<file path="config.mk">
export PLATFORM = sky130hd
export DESIGN_NAME = amo_mode_ctrl
export DESIGN_NICKNAME = d
export VERILOG_FILES = /design/src/logic/amo_pkg.sv /design/src/logic/amo_conv_if.sv /design/src/logic/amo_conv.sv /design/src/logic/amo_mode_ctrl.sv
export SDC_FILE = /design/constraint.sdc
export NUM_CORES = 1
export LEC_CHECK = 0
export ABC_CLOCK_PERIOD_IN_PS = 4500
export CAP_MARGIN = 15
export CORE_ASPECT_RATIO = 1.25
export CORE_MARGIN = 2
export CORE_UTILIZATION = 55
export CTS_CLUSTER_DIAMETER = 80
export DETAILED_ROUTE_END_ITERATION = 12
export DONT_BUFFER_PORTS = 1
export PLACE_DENSITY = 0.69
export SLEW_MARGIN = 20
export SYNTH_ARGS = -nofsm -noshare
export SYNTH_HDL_FRONTEND = slang
export SYNTH_SLANG_ARGS = --single-unit
</file>
<file path="constraint.sdc">
create_clock -name REF_CLK_I -period 4.5 [get_ports REF_CLK_I]
set_input_delay 0.9 -clock REF_CLK_I [delete_from_list [all_inputs] [get_ports REF_CLK_I]]
set_output_delay 0.9 -clock REF_CLK_I [all_outputs]
set_load 0.005 [all_outputs]
</file>
<file path="src/logic/amo_pkg.sv">
package amo_pkg;

  // wishbone byte addresses
  localparam logic [7:0] ADR_MODE = 8'h00;
  localparam logic [7:0] ADR_CONF = 8'h04;
  localparam logic [7:0] ADR_STAT = 8'h08;
  localparam logic [7:0] ADR_DATA = 8'h0c;
  localparam logic [7:0] ADR_IRQ_STAT = 8'h10;
  localparam logic [7:0] ADR_IRQ_CLR = 8'h14;
  localparam logic [7:0] ADR_IRQ_EN = 8'h18;

  // mode register fields
  localparam int MODE_OPM_LSB = 21;
  localparam int MODE_OPM_W = 3;
  localparam int MODE_APPEND = 20;
  localparam int MODE_RSVD = 14;
  localparam int MODE_PAR = 13;
  localparam int MODE_DIV = 12;
  localparam int MODE_ZL = 11;
  localparam logic [31:0] MODE_RST = 32'h0000_0000;
  localparam logic [31:0] MODE_WMASK = 32'h00f0_7800;

  // operating modes
  localparam logic [2:0] OPM_CONT = 3'h0;
  localparam logic [2:0] OPM_SINGLE = 3'h1;
  localparam logic [2:0] OPM_IDLE = 3'h2;

  // configuration register: channel enables
  localparam int CONF_CHEN_LSB = 8;
  localparam int NUM_CHAN = 4;
  localparam logic [31:0] CONF_RST = 32'h0000_0100;
  localparam logic [31:0] CONF_WMASK = 32'h0000_0f00;

  // status byte fields
  localparam int STAT_RDYN = 7;
  localparam int STAT_ERR = 6;
  localparam int STAT_PAR = 4;
  localparam int STAT_CHAN_W = 3;

  // interrupt sources
  localparam int IRQ_RDY = 0;
  localparam int IRQ_RSVD = 1;
  localparam int IRQ_OVR = 2;
  localparam int IRQ_W = 3;

  // result width and conversion timing
  localparam int RES_W = 24;
  localparam logic [15:0] ODR_TICKS = 16'h0010;
  localparam logic [2:0] SETTLE_CYCLES = 3'h4;

  typedef enum logic [1:0] {
    ENG_IDLE = 2'b00,
    ENG_SETTLE = 2'b01,
    ENG_RUN = 2'b10
  } amo_eng_t;

endpackage

</file>
<file path="src/logic/amo_conv_if.sv">
`timescale 1ns/100ps
`default_nettype none
interface amo_conv_if;
  logic restart;
  logic single_mode;
  logic idle_mode;
  logic clk_div;
  logic zero_lat;
  logic result;
  logic settling;

  modport ctl (
    output restart, single_mode, idle_mode, clk_div, zero_lat,
    input result, settling
  );
  modport eng (
    input restart, single_mode, idle_mode, clk_div, zero_lat,
    output result, settling
  );
endinterface
`default_nettype wire

</file>
<file path="src/logic/amo_conv.sv">
`timescale 1ns/100ps
`default_nettype none
module amo_conv (
  // clock and reset
  input wire logic clk,
  input wire logic rst,
  // control from register side
  amo_conv_if.eng cv
);

  amo_pkg::amo_eng_t state;
  amo_pkg::amo_eng_t next_state;
  logic div_ph;
  logic next_div_ph;
  logic [15:0] mod_cnt;
  logic [15:0] next_mod_cnt;
  logic [2:0] settle_cnt;
  logic [2:0] next_settle_cnt;
  logic tick;
  logic conv_end;
  logic result;

  always_comb begin
    next_div_ph = ~div_ph;
    // with clk_div set the master clock is halved: only every second edge advances timing
    tick = ~cv.clk_div | div_ph;
    conv_end = tick && (mod_cnt == amo_pkg::ODR_TICKS - 16'h0001);
    next_mod_cnt = mod_cnt;
    if (tick) begin
      next_mod_cnt = conv_end ? 16'h0000 : mod_cnt + 16'h0001;
    end
    next_state = state;
    next_settle_cnt = settle_cnt;
    result = 1'b0;
    if (cv.restart) begin
      // reconfiguration restarts the filter from scratch
      next_state = cv.idle_mode ? amo_pkg::ENG_IDLE : amo_pkg::ENG_SETTLE;
      next_settle_cnt = 3'h0;
      next_mod_cnt = 16'h0000;
      next_div_ph = 1'b0;
    end else begin
      unique case (state)
        amo_pkg::ENG_IDLE: begin
          next_mod_cnt = 16'h0000;
        end
        amo_pkg::ENG_SETTLE: begin
          if (conv_end) begin
            if (settle_cnt == amo_pkg::SETTLE_CYCLES - 3'h1) begin
              // first valid result only after full settling
              result = 1'b1;
              next_settle_cnt = 3'h0;
              if (cv.single_mode) begin
                next_state = amo_pkg::ENG_IDLE;
              end else if (cv.zero_lat) begin
                // every result is a fully settled one
                next_state = amo_pkg::ENG_SETTLE;
              end else begin
                next_state = amo_pkg::ENG_RUN;
              end
            end else begin
              next_settle_cnt = settle_cnt + 3'h1;
            end
          end
        end
        amo_pkg::ENG_RUN: begin
          // later results follow at the output data rate
          result = conv_end;
          if (cv.zero_lat) begin
            next_state = amo_pkg::ENG_SETTLE;
            next_settle_cnt = 3'h0;
          end
        end
        default: begin
          next_state = amo_pkg::ENG_IDLE;
        end
      endcase
    end
  end

  always_ff @(posedge clk) begin
    if (rst) begin
      state <= amo_pkg::ENG_SETTLE;
      div_ph <= 1'b0;
      mod_cnt <= 16'h0000;
      settle_cnt <= 3'h0;
    end else begin
      state <= next_state;
      div_ph <= next_div_ph;
      mod_cnt <= next_mod_cnt;
      settle_cnt <= next_settle_cnt;
    end
  end

  assign cv.result = result;
  assign cv.settling = (state == amo_pkg::ENG_SETTLE);

endmodule
`default_nettype wire

</file>
<file path="src/logic/amo_mode_ctrl.sv">
`timescale 1ns/100ps
`default_nettype none
module amo_mode_ctrl (
  // clock and reset
  input wire logic REF_CLK_I,
  input wire logic RST_I,
  // wishbone slave
  input wire logic [7:0] ADR_I,
  input wire logic [31:0] DAT_I,
  output logic [31:0] DAT_O,
  input wire logic WE_I,
  input wire logic [3:0] SEL_I,
  input wire logic CYC_I,
  input wire logic STB_I,
  output logic ACK_O,
  // filtered samples from the modulator path
  input wire logic [23:0] SAMPLE_I,
  // interrupt
  output logic IRQ_O
);

  amo_conv_if cv ();

  logic [31:0] mode;
  logic [31:0] next_mode;
  logic [31:0] conf;
  logic [31:0] next_conf;
  logic [amo_pkg::IRQ_W-1:0] irq_stat;
  logic [amo_pkg::IRQ_W-1:0] next_irq_stat;
  logic [amo_pkg::IRQ_W-1:0] irq_en;
  logic [amo_pkg::IRQ_W-1:0] next_irq_en;
  logic [amo_pkg::RES_W-1:0] data;
  logic [amo_pkg::RES_W-1:0] next_data;
  logic [amo_pkg::STAT_CHAN_W-1:0] data_chan;
  logic [amo_pkg::STAT_CHAN_W-1:0] next_data_chan;
  logic rdy_n;
  logic next_rdy_n;
  logic ack;
  logic next_ack;
  logic [31:0] rd_data;
  logic [31:0] next_rd_data;
  logic restart;
  logic next_restart;

  logic [31:0] byte_mask;
  logic bus_req;
  logic wr_go;
  logic rd_data_go;
  logic [2:0] op_mode;
  logic [amo_pkg::NUM_CHAN-1:0] chan_en;
  logic [2:0] chan_cnt;
  logic [amo_pkg::STAT_CHAN_W-1:0] low_chan;
  logic zero_lat_eff;
  logic err;
  logic par;
  logic [7:0] stat_byte;
  logic [amo_pkg::IRQ_W-1:0] irq_evt;
  logic [amo_pkg::IRQ_W-1:0] irq_clr;

  // byte enables widened to a bit mask
  genvar gb;
  generate
    for (gb = 0; gb < 4; gb = gb + 1) begin : g_sel
      assign byte_mask[8*gb +: 8] = {8{SEL_I[gb]}};
    end
  endgenerate

  // answer one cycle after the request; act on the edge ack is seen
  assign bus_req = CYC_I & STB_I;
  assign wr_go = bus_req & ack & WE_I;
  assign rd_data_go = bus_req & ack & ~WE_I & (ADR_I == amo_pkg::ADR_DATA);

  assign op_mode = mode[amo_pkg::MODE_OPM_LSB +: amo_pkg::MODE_OPM_W];
  assign chan_en = conf[amo_pkg::CONF_CHEN_LSB +: amo_pkg::NUM_CHAN];

  always_comb begin
    chan_cnt = 3'h0;
    low_chan = '0;
    for (int i = amo_pkg::NUM_CHAN - 1; i >= 0; i--) begin
      chan_cnt = chan_cnt + {2'b00, chan_en[i]};
      if (chan_en[i]) begin
        low_chan = i[amo_pkg::STAT_CHAN_W-1:0];
      end
    end
  end

  // zero latency only counts for one channel in continuous mode
  assign zero_lat_eff = mode[amo_pkg::MODE_ZL] && (chan_cnt == 3'h1) &&
    (op_mode == amo_pkg::OPM_CONT);

  // a set reserved bit is flagged rather than silently accepted
  assign err = mode[amo_pkg::MODE_RSVD];

  // even parity over result and channel tag when enabled
  assign par = mode[amo_pkg::MODE_PAR] & (^data ^ ^data_chan);

  always_comb begin
    stat_byte = 8'h00;
    stat_byte[amo_pkg::STAT_RDYN] = rdy_n;
    stat_byte[amo_pkg::STAT_ERR] = err;
    stat_byte[amo_pkg::STAT_PAR] = par;
    stat_byte[amo_pkg::STAT_CHAN_W-1:0] = data_chan;
  end

  // register writes and reconfiguration restart
  always_comb begin
    next_mode = mode;
    next_conf = conf;
    next_irq_en = irq_en;
    irq_clr = '0;
    next_restart = 1'b0;
    if (wr_go) begin
      unique case (ADR_I)
        amo_pkg::ADR_MODE: begin
          next_mode = (mode & ~(byte_mask & amo_pkg::MODE_WMASK)) |
            (DAT_I & byte_mask & amo_pkg::MODE_WMASK);
          next_restart = 1'b1;
        end
        amo_pkg::ADR_CONF: begin
          next_conf = (conf & ~(byte_mask & amo_pkg::CONF_WMASK)) |
            (DAT_I & byte_mask & amo_pkg::CONF_WMASK);
          next_restart = 1'b1;
        end
        amo_pkg::ADR_IRQ_CLR: begin
          irq_clr = DAT_I[amo_pkg::IRQ_W-1:0] &
            {amo_pkg::IRQ_W{SEL_I[0]}};
        end
        amo_pkg::ADR_IRQ_EN: begin
          if (SEL_I[0]) begin
            next_irq_en = DAT_I[amo_pkg::IRQ_W-1:0];
          end
        end
        default: begin
          next_mode = mode;
        end
      endcase
    end
  end

  // result capture; a fresh result wins over a read that clears ready
  always_comb begin
    next_data = data;
    next_data_chan = data_chan;
    next_rdy_n = rdy_n;
    irq_evt = '0;
    if (rd_data_go) begin
      next_rdy_n = 1'b1;
    end
    if (cv.result) begin
      next_data = SAMPLE_I;
      next_data_chan = low_chan;
      next_rdy_n = 1'b0;
      irq_evt[amo_pkg::IRQ_RDY] = 1'b1;
      irq_evt[amo_pkg::IRQ_OVR] = ~rdy_n & ~rd_data_go;
    end
    if (restart) begin
      // old result is stale after reconfiguration
      next_rdy_n = 1'b1;
    end
    irq_evt[amo_pkg::IRQ_RSVD] = wr_go && (ADR_I == amo_pkg::ADR_MODE) &&
      SEL_I[1] && DAT_I[amo_pkg::MODE_RSVD];
  end

  // sticky status: set wins over clear
  assign next_irq_stat = (irq_stat & ~irq_clr) | irq_evt;

  // read mux, registered together with ack
  always_comb begin
    next_ack = bus_req & ~ack;
    next_rd_data = 32'h0000_0000;
    if (bus_req & ~ack & ~WE_I) begin
      unique case (ADR_I)
        amo_pkg::ADR_MODE: begin
          next_rd_data = mode;
        end
        amo_pkg::ADR_CONF: begin
          next_rd_data = conf;
        end
        amo_pkg::ADR_STAT: begin
          next_rd_data = {24'h00_0000, stat_byte};
        end
        amo_pkg::ADR_DATA: begin
          if (mode[amo_pkg::MODE_APPEND]) begin
            next_rd_data = {data, stat_byte};
          end else begin
            // parity still travels in the status register
            next_rd_data = {8'h00, data};
          end
        end
        amo_pkg::ADR_IRQ_STAT: begin
          next_rd_data = {{(32 - amo_pkg::IRQ_W){1'b0}}, irq_stat};
        end
        amo_pkg::ADR_IRQ_EN: begin
          next_rd_data = {{(32 - amo_pkg::IRQ_W){1'b0}}, irq_en};
        end
        default: begin
          // unmapped and write-only words read as zero
          next_rd_data = 32'h0000_0000;
        end
      endcase
    end
  end

  always_ff @(posedge REF_CLK_I) begin
    if (RST_I) begin
      mode <= amo_pkg::MODE_RST;
      conf <= amo_pkg::CONF_RST;
      irq_stat <= '0;
      irq_en <= '0;
      data <= '0;
      data_chan <= '0;
      rdy_n <= 1'b1;
      ack <= 1'b0;
      rd_data <= 32'h0000_0000;
      restart <= 1'b0;
    end else begin
      mode <= next_mode;
      conf <= next_conf;
      irq_stat <= next_irq_stat;
      irq_en <= next_irq_en;
      data <= next_data;
      data_chan <= next_data_chan;
      rdy_n <= next_rdy_n;
      ack <= next_ack;
      rd_data <= next_rd_data;
      restart <= next_restart;
    end
  end

  // engine control
  assign cv.restart = restart;
  assign cv.single_mode = (op_mode == amo_pkg::OPM_SINGLE);
  assign cv.idle_mode = (op_mode != amo_pkg::OPM_CONT) &&
    (op_mode != amo_pkg::OPM_SINGLE);
  assign cv.clk_div = mode[amo_pkg::MODE_DIV];
  assign cv.zero_lat = zero_lat_eff;

  amo_conv u_conv (
    .clk(REF_CLK_I),
    .rst(RST_I),
    .cv(cv)
  );

  assign ACK_O = ack;
  assign DAT_O = rd_data;
  assign IRQ_O = |(irq_stat & irq_en);

endmodule
`default_nettype wire

</file>
=== Word level (Yosys, flattened, before mapping) ===
Index checks and enable logic that the tools add are counted.
W data, S select, Z words.

* Memories: 0
* Memory bits (read-only): 0
* Bits in writable memories: 0
* Output and inout bits: 34
* Logic and storage cells: 125
* Bits of input ports: 73
* Latch bits: 0
* Register bits after elaboration: 154

* Add/subtract/negate cells: 5
* Muxes and demuxes: 30
* Div/mod/pow operators: 0
* Shifts and indexed selects: 0
* Multiply operators: 0
* Magnitude comparators: 0
* Equality and inequality tests: 19
* Reductions and logical operators: 26
* Bitwise gates (word level): 31

{| class="wikitable"
|+ Operators by type and width
! cell !! count
|-
| $pmux W32 S6 || 1
|-
| $and A32 B32 Y32 || 2
|-
| $mux W32 || 1
|-
| $not A12 Y32 || 1
|-
| $not A24 Y32 || 1
|-
| $or A32 B12 Y32 || 1
|-
| $or A32 B24 Y32 || 1
|-
| $and A24 B24 Y24 || 1
|-
| $eq A8 B5 Y1 const B || 3
|-
| $reduce_xor A24 Y1 || 1
|-
| $mux W2 || 10
|-
| $add A16 B1 Y16 const B || 1
|-
| $eq A16 B4 Y1 const B || 1
|-
| $eq A8 B4 Y1 const B || 2
|-
| $mux W16 || 1
|-
| $mux W3 || 5
|-
| $and A1 B1 Y1 || 9
|-
| $and A3 B3 Y3 || 3
|-
| $mux W1 || 9
|-
| $ne A3 B1 Y1 const B || 3
|-
| $eq A8 B3 Y1 const B || 1
|-
| $logic_not A8 Y1 || 1
|-
| $not A1 Y1 || 8
|-
| $reduce_or A2 Y1 || 4
|-
| other kinds (28) || 40
|}

=== Depth between registers and ports, before layout ===
* Depth after elaboration: 12
* Depth in mapped cells: 11
* Gate-level depth less buffers: 11

=== Cells and area by module ===
From an unflattened synthesis, not the netlist that was laid out.

* Cell total of the unflattened synthesis: 485
* Area, all modules: 4569.4 µm²

{| class="wikitable"
|+ By module, submodules not included
! module !! cells each !! times used !! seq. area each (µm²) !! area each (µm²)
|-
| amo_mode_ctrl || 353 || 1 || 1581.5 || 3374.5
|-
| amo_conv || 132 || 1 || 440.4 || 1194.9
|}

=== Least setup slack after synthesis ===
OpenSTA, ideal clock, no wires.

* Path type: flip-flop to flip-flop
* From: register (tool-made name)
* To: register u_conv.state[1]
* Cell stages (with the launch flop): 12
* Setup time: 0.065 ns
* Data arrival time: 2.463 ns
* Data required time: 4.435 ns
* Path slack: 1.972 ns
* Cells stage by stage: dfxtp_1 > inv_1 > fa_1 > inv_1 > ha_1 > ha_1 > nor4_1 > nand4b_1 > a21oi_1 > a21oi_1 > mux2_1 > nor2_1

{| class="wikitable"
|+ RTL lines
! item !! RTL line !! text
|-
| to (signal assigned) || amo_conv.sv:82 || <nowiki>state <= amo_pkg::ENG_SETTLE;</nowiki>
|-
| to (signal assigned) || amo_conv.sv:87 || <nowiki>state <= next_state;</nowiki>
|-
| to (decl) || amo_conv.sv:11 || <nowiki>amo_pkg::amo_eng_t state;</nowiki>
|}

==> results.md <==
* CTS tree: done
* Distinct cell type count after synthesis at 53
* Sequential fraction of the synthesis area at 44.40%
* Mapped Area at 4554 sq um
* Worst Hold Path EP: u_conv.div_ph
* Seq cells post-synth at 101
* CTS Hold Bufs at 0
* GR Util All Layers at 23.15%
* Count leader, synth: dfxtp_1
* Yosys Warn Count at 0
* Largest net degree at the start of global routing at 55
* Kind of critical path: reg -> reg
* Longest Clk Path Bufs at 2
* Synth Net Count at 584
* Status: complete, no violations
* FF+latch area at 2022 sq um
* Cell Int Power at 0.001233 W
* Leak at 1.743 nW
* Final clock skew at 0.01486 ns
* Routed Wire Length at 10.06 mm
* Max cap viols at 0
* R2R cell count at 11
* RSZ-0062 raised after global routing: no
* Layout cell share with drive strength beyond 1 at 13.45%
* CTS H-tree depth at 3
* Worst slew margin at 31.05%
* R2R setup slack at 1.69 ns
* Switching part of the total at 24.06%
* Synth area leader: dfxtp_1
* GPL Wtd Cong at 0.8752
* Top cell type's share of synthesized area at 44.40%
* Asr flop ratio synth at 0%
* Sequential power share at 56.7%
* Clock latency at the later pin of the worst-skew pair at 0.38 ns
* Maximum vdd drop at 0.0002188 V
* Max-slew violations at 0
* Cell chain of the critical path: inv_1, fa_1, inv_1, ha_1, ha_1, nor4_1, nand4b_1, a21oi_1, a21oi_1, mux2_1, nor2_1
* Input/output buffers at 0
* Cells taking the most area after synthesis: dfxtp_1 44%, mux2i_1 7.0%, nand2_1 5.3%
* Vias in the first global route at 3337
* Via Count at 3373
* Max incr delay on CP at 0.54 ns
* Critical path required time at 4.82 ns
* Post-synth top cells: 101 x dfxtp_1, 64 x nand2_1, 52 x nor2_1
* Gr ovfl total at 0
* Hold Crit Class: reg -> reg
* Clk root buf: clkbuf_8
* CP bufs+invs at 2
* Startpoint types: register
* EDFF count, synth at 0
* Hpwl dp at 7.406 mm
* Vias per cell at 5.669
* Period minus WS final at 2.813 ns
* Drt pass-1 iters at 4
* Area taken by multi-input logic gates at 2367 sq um
* Clock power frac at 36.0%
* Core area at 8148 sq um
* Die Y at 105.7 microns
* Clock-pin slew on the worst setup and hold paths at 0.10 ns
* Psw at 0.0003906 W
* Combinational share of power at 7.3%
* Rows at 37
* Critical Path Fanout Max at 4
* Initial antenna violation count at 0
* Worst Path Arrival at 3.14 ns
* Final nets at 574
* F_max at 0.3555 GHz
* Crit-path leading delay family: adder cells
* First DRT Iteration DRCs at 121
* Power per cell area at 340.2 nW/um^2
* # DRC at 0
* Design Power at 0.001623 W
* Hold path startpoint: u_conv.div_ph
* Number of gates resized after CTS at 0
* Final setup fails at 0
* Post-CTS setup buffer count at 0
* Clock sink count at 101
* Die ar. at 9029 sq um
* Slowest-stage cell, CP: fa_1
* Post-Syn Instances at 503
* Post-Synthesis Mean Instance Area at 9.054 sq um
* Setup_tns at 0 ns
* Io pins at 107
* Fillers at 748
* First-pass GRT wire length at 16.34 mm
* Fin crit share at 62.51%
* Worst reg2reg endpoint: u_conv.state[1]
* # diodes at 0
* Die Width at 85.39 microns
* Final hold violation count at 0
* Area Overhead vs Synth at 4.753%
* Wirelength per Cell at 16.91 microns
* Worst slew pin tran at 1.031 ns
* Starting Density at 55.90%
* Dominant synthesized flop cell: dfxtp_1
* CTS Buf Count at 9
* ANT nets after route at 0
* CP endpoint kind: register
* WHS Path Cells at 1
[power groups by stage]
stage | sequential (W) | combinational, W | clock, W
2_1_floorplan | 0.000938 | 0.000109 | 0
3_3_place_gp | 0.000940 | 0.000111 | 0
3_5_place_dp | 0.000941 | 0.000117 | 0
4_1_cts | 0.000920 | 0.000118 | 0.000595
5_1_grt | 0.000924 | 0.000133 | 0.000626
6_report | 0.000920 | 0.000118 | 0.000585
[layout make-up]
cell class | count | share of cell area (%)
inverter | 12 | 0.9441
clock buffer | 11 | 2.964
tap | 97 | 2.544
clock inverter | 5 | 1.233
sequential | 101 | 42.38
timing repair buffer | 2 | 0.3147
multi-input combinational | 367 | 49.62
[metal layers]
metal | GRT usage (%) | share of wire (%) | up-vias | wire [microns]
met3 | 5.012 | 5.6 | 14 | 559
met5 | 0 | 0 | - | 0
met1 | 27.52 | 43 | 1595 | 4278
li1 | - | - | 1694 | -
met4 | 8.503 | 1.9 | 0 | 195
met2 | 40.51 | 50 | 70 | 5029
[per-stage QoR]
step                hold slack, ns  area [sq um]  util (%)  cells  worst slack (ns)
floorplan                   0.4164          4554         -    503             1.972
global route                0.4769          4771     58.55    595             1.468
detailed placement          0.4295          4571     56.10    579             1.725
global placement            0.4242          4571     56.10    579             1.768
CTS                         0.4431          4771     58.55    595             1.690
finish                      0.4462          4771     58.55    595             1.687
[kinds of logic after synthesis]
kind of cell | after synthesis | synth area share [%]
compound gates | 71 | 10.60
xor+xnor | 38 | 7.308
fa+ha+maj | 8 | 2.363
buf+inv | 35 | 3.626
flops | 101 | 44.40
mux | 36 | 8.022
simple gates | 214 | 23.68
[how the worst max path moves through the flow]
stage	from	endpoint	slack, ns	depth (start not counted)
2_1_floorplan	register	u_conv.state[1]	1.97	11
3_3_place_gp	register	u_conv.state[1]	1.77	11
3_5_place_dp	register	u_conv.state[1]	1.72	11
4_1_cts	register	u_conv.state[1]	1.69	11
5_1_grt	register	u_conv.state[1]	1.47	11
6_report	register	u_conv.state[1]	1.69	11
[layout by cell type, fill, tap and decap left out, types with 2 or more instances in the layout]
cell,n
nand2_2,19
nor3b_1,3
nand2_1,64
and2_1,2
or3_1,3
nor4_2,2
inv_1,12
nand4_1,7
nand3_1,14
a22oi_1,3
mux2i_1,32
dfxtp_1,101
buf_4,2
clkinvlp_4,2
nor2b_1,7
a21oi_2,20
a32oi_1,2
o21ai_0,15
clkbuf_8,10
xnor2_1,26
nand2b_1,3
a41o_1,2
nor4_1,3
mux2_2,3
nor2_1,52
xor2_1,12
and3_1,18
nand3b_1,2
nor3_1,5
and4_1,2
a21oi_1,21
ha_1,7
Note: power is estimated with default switching activity, not from simulation.
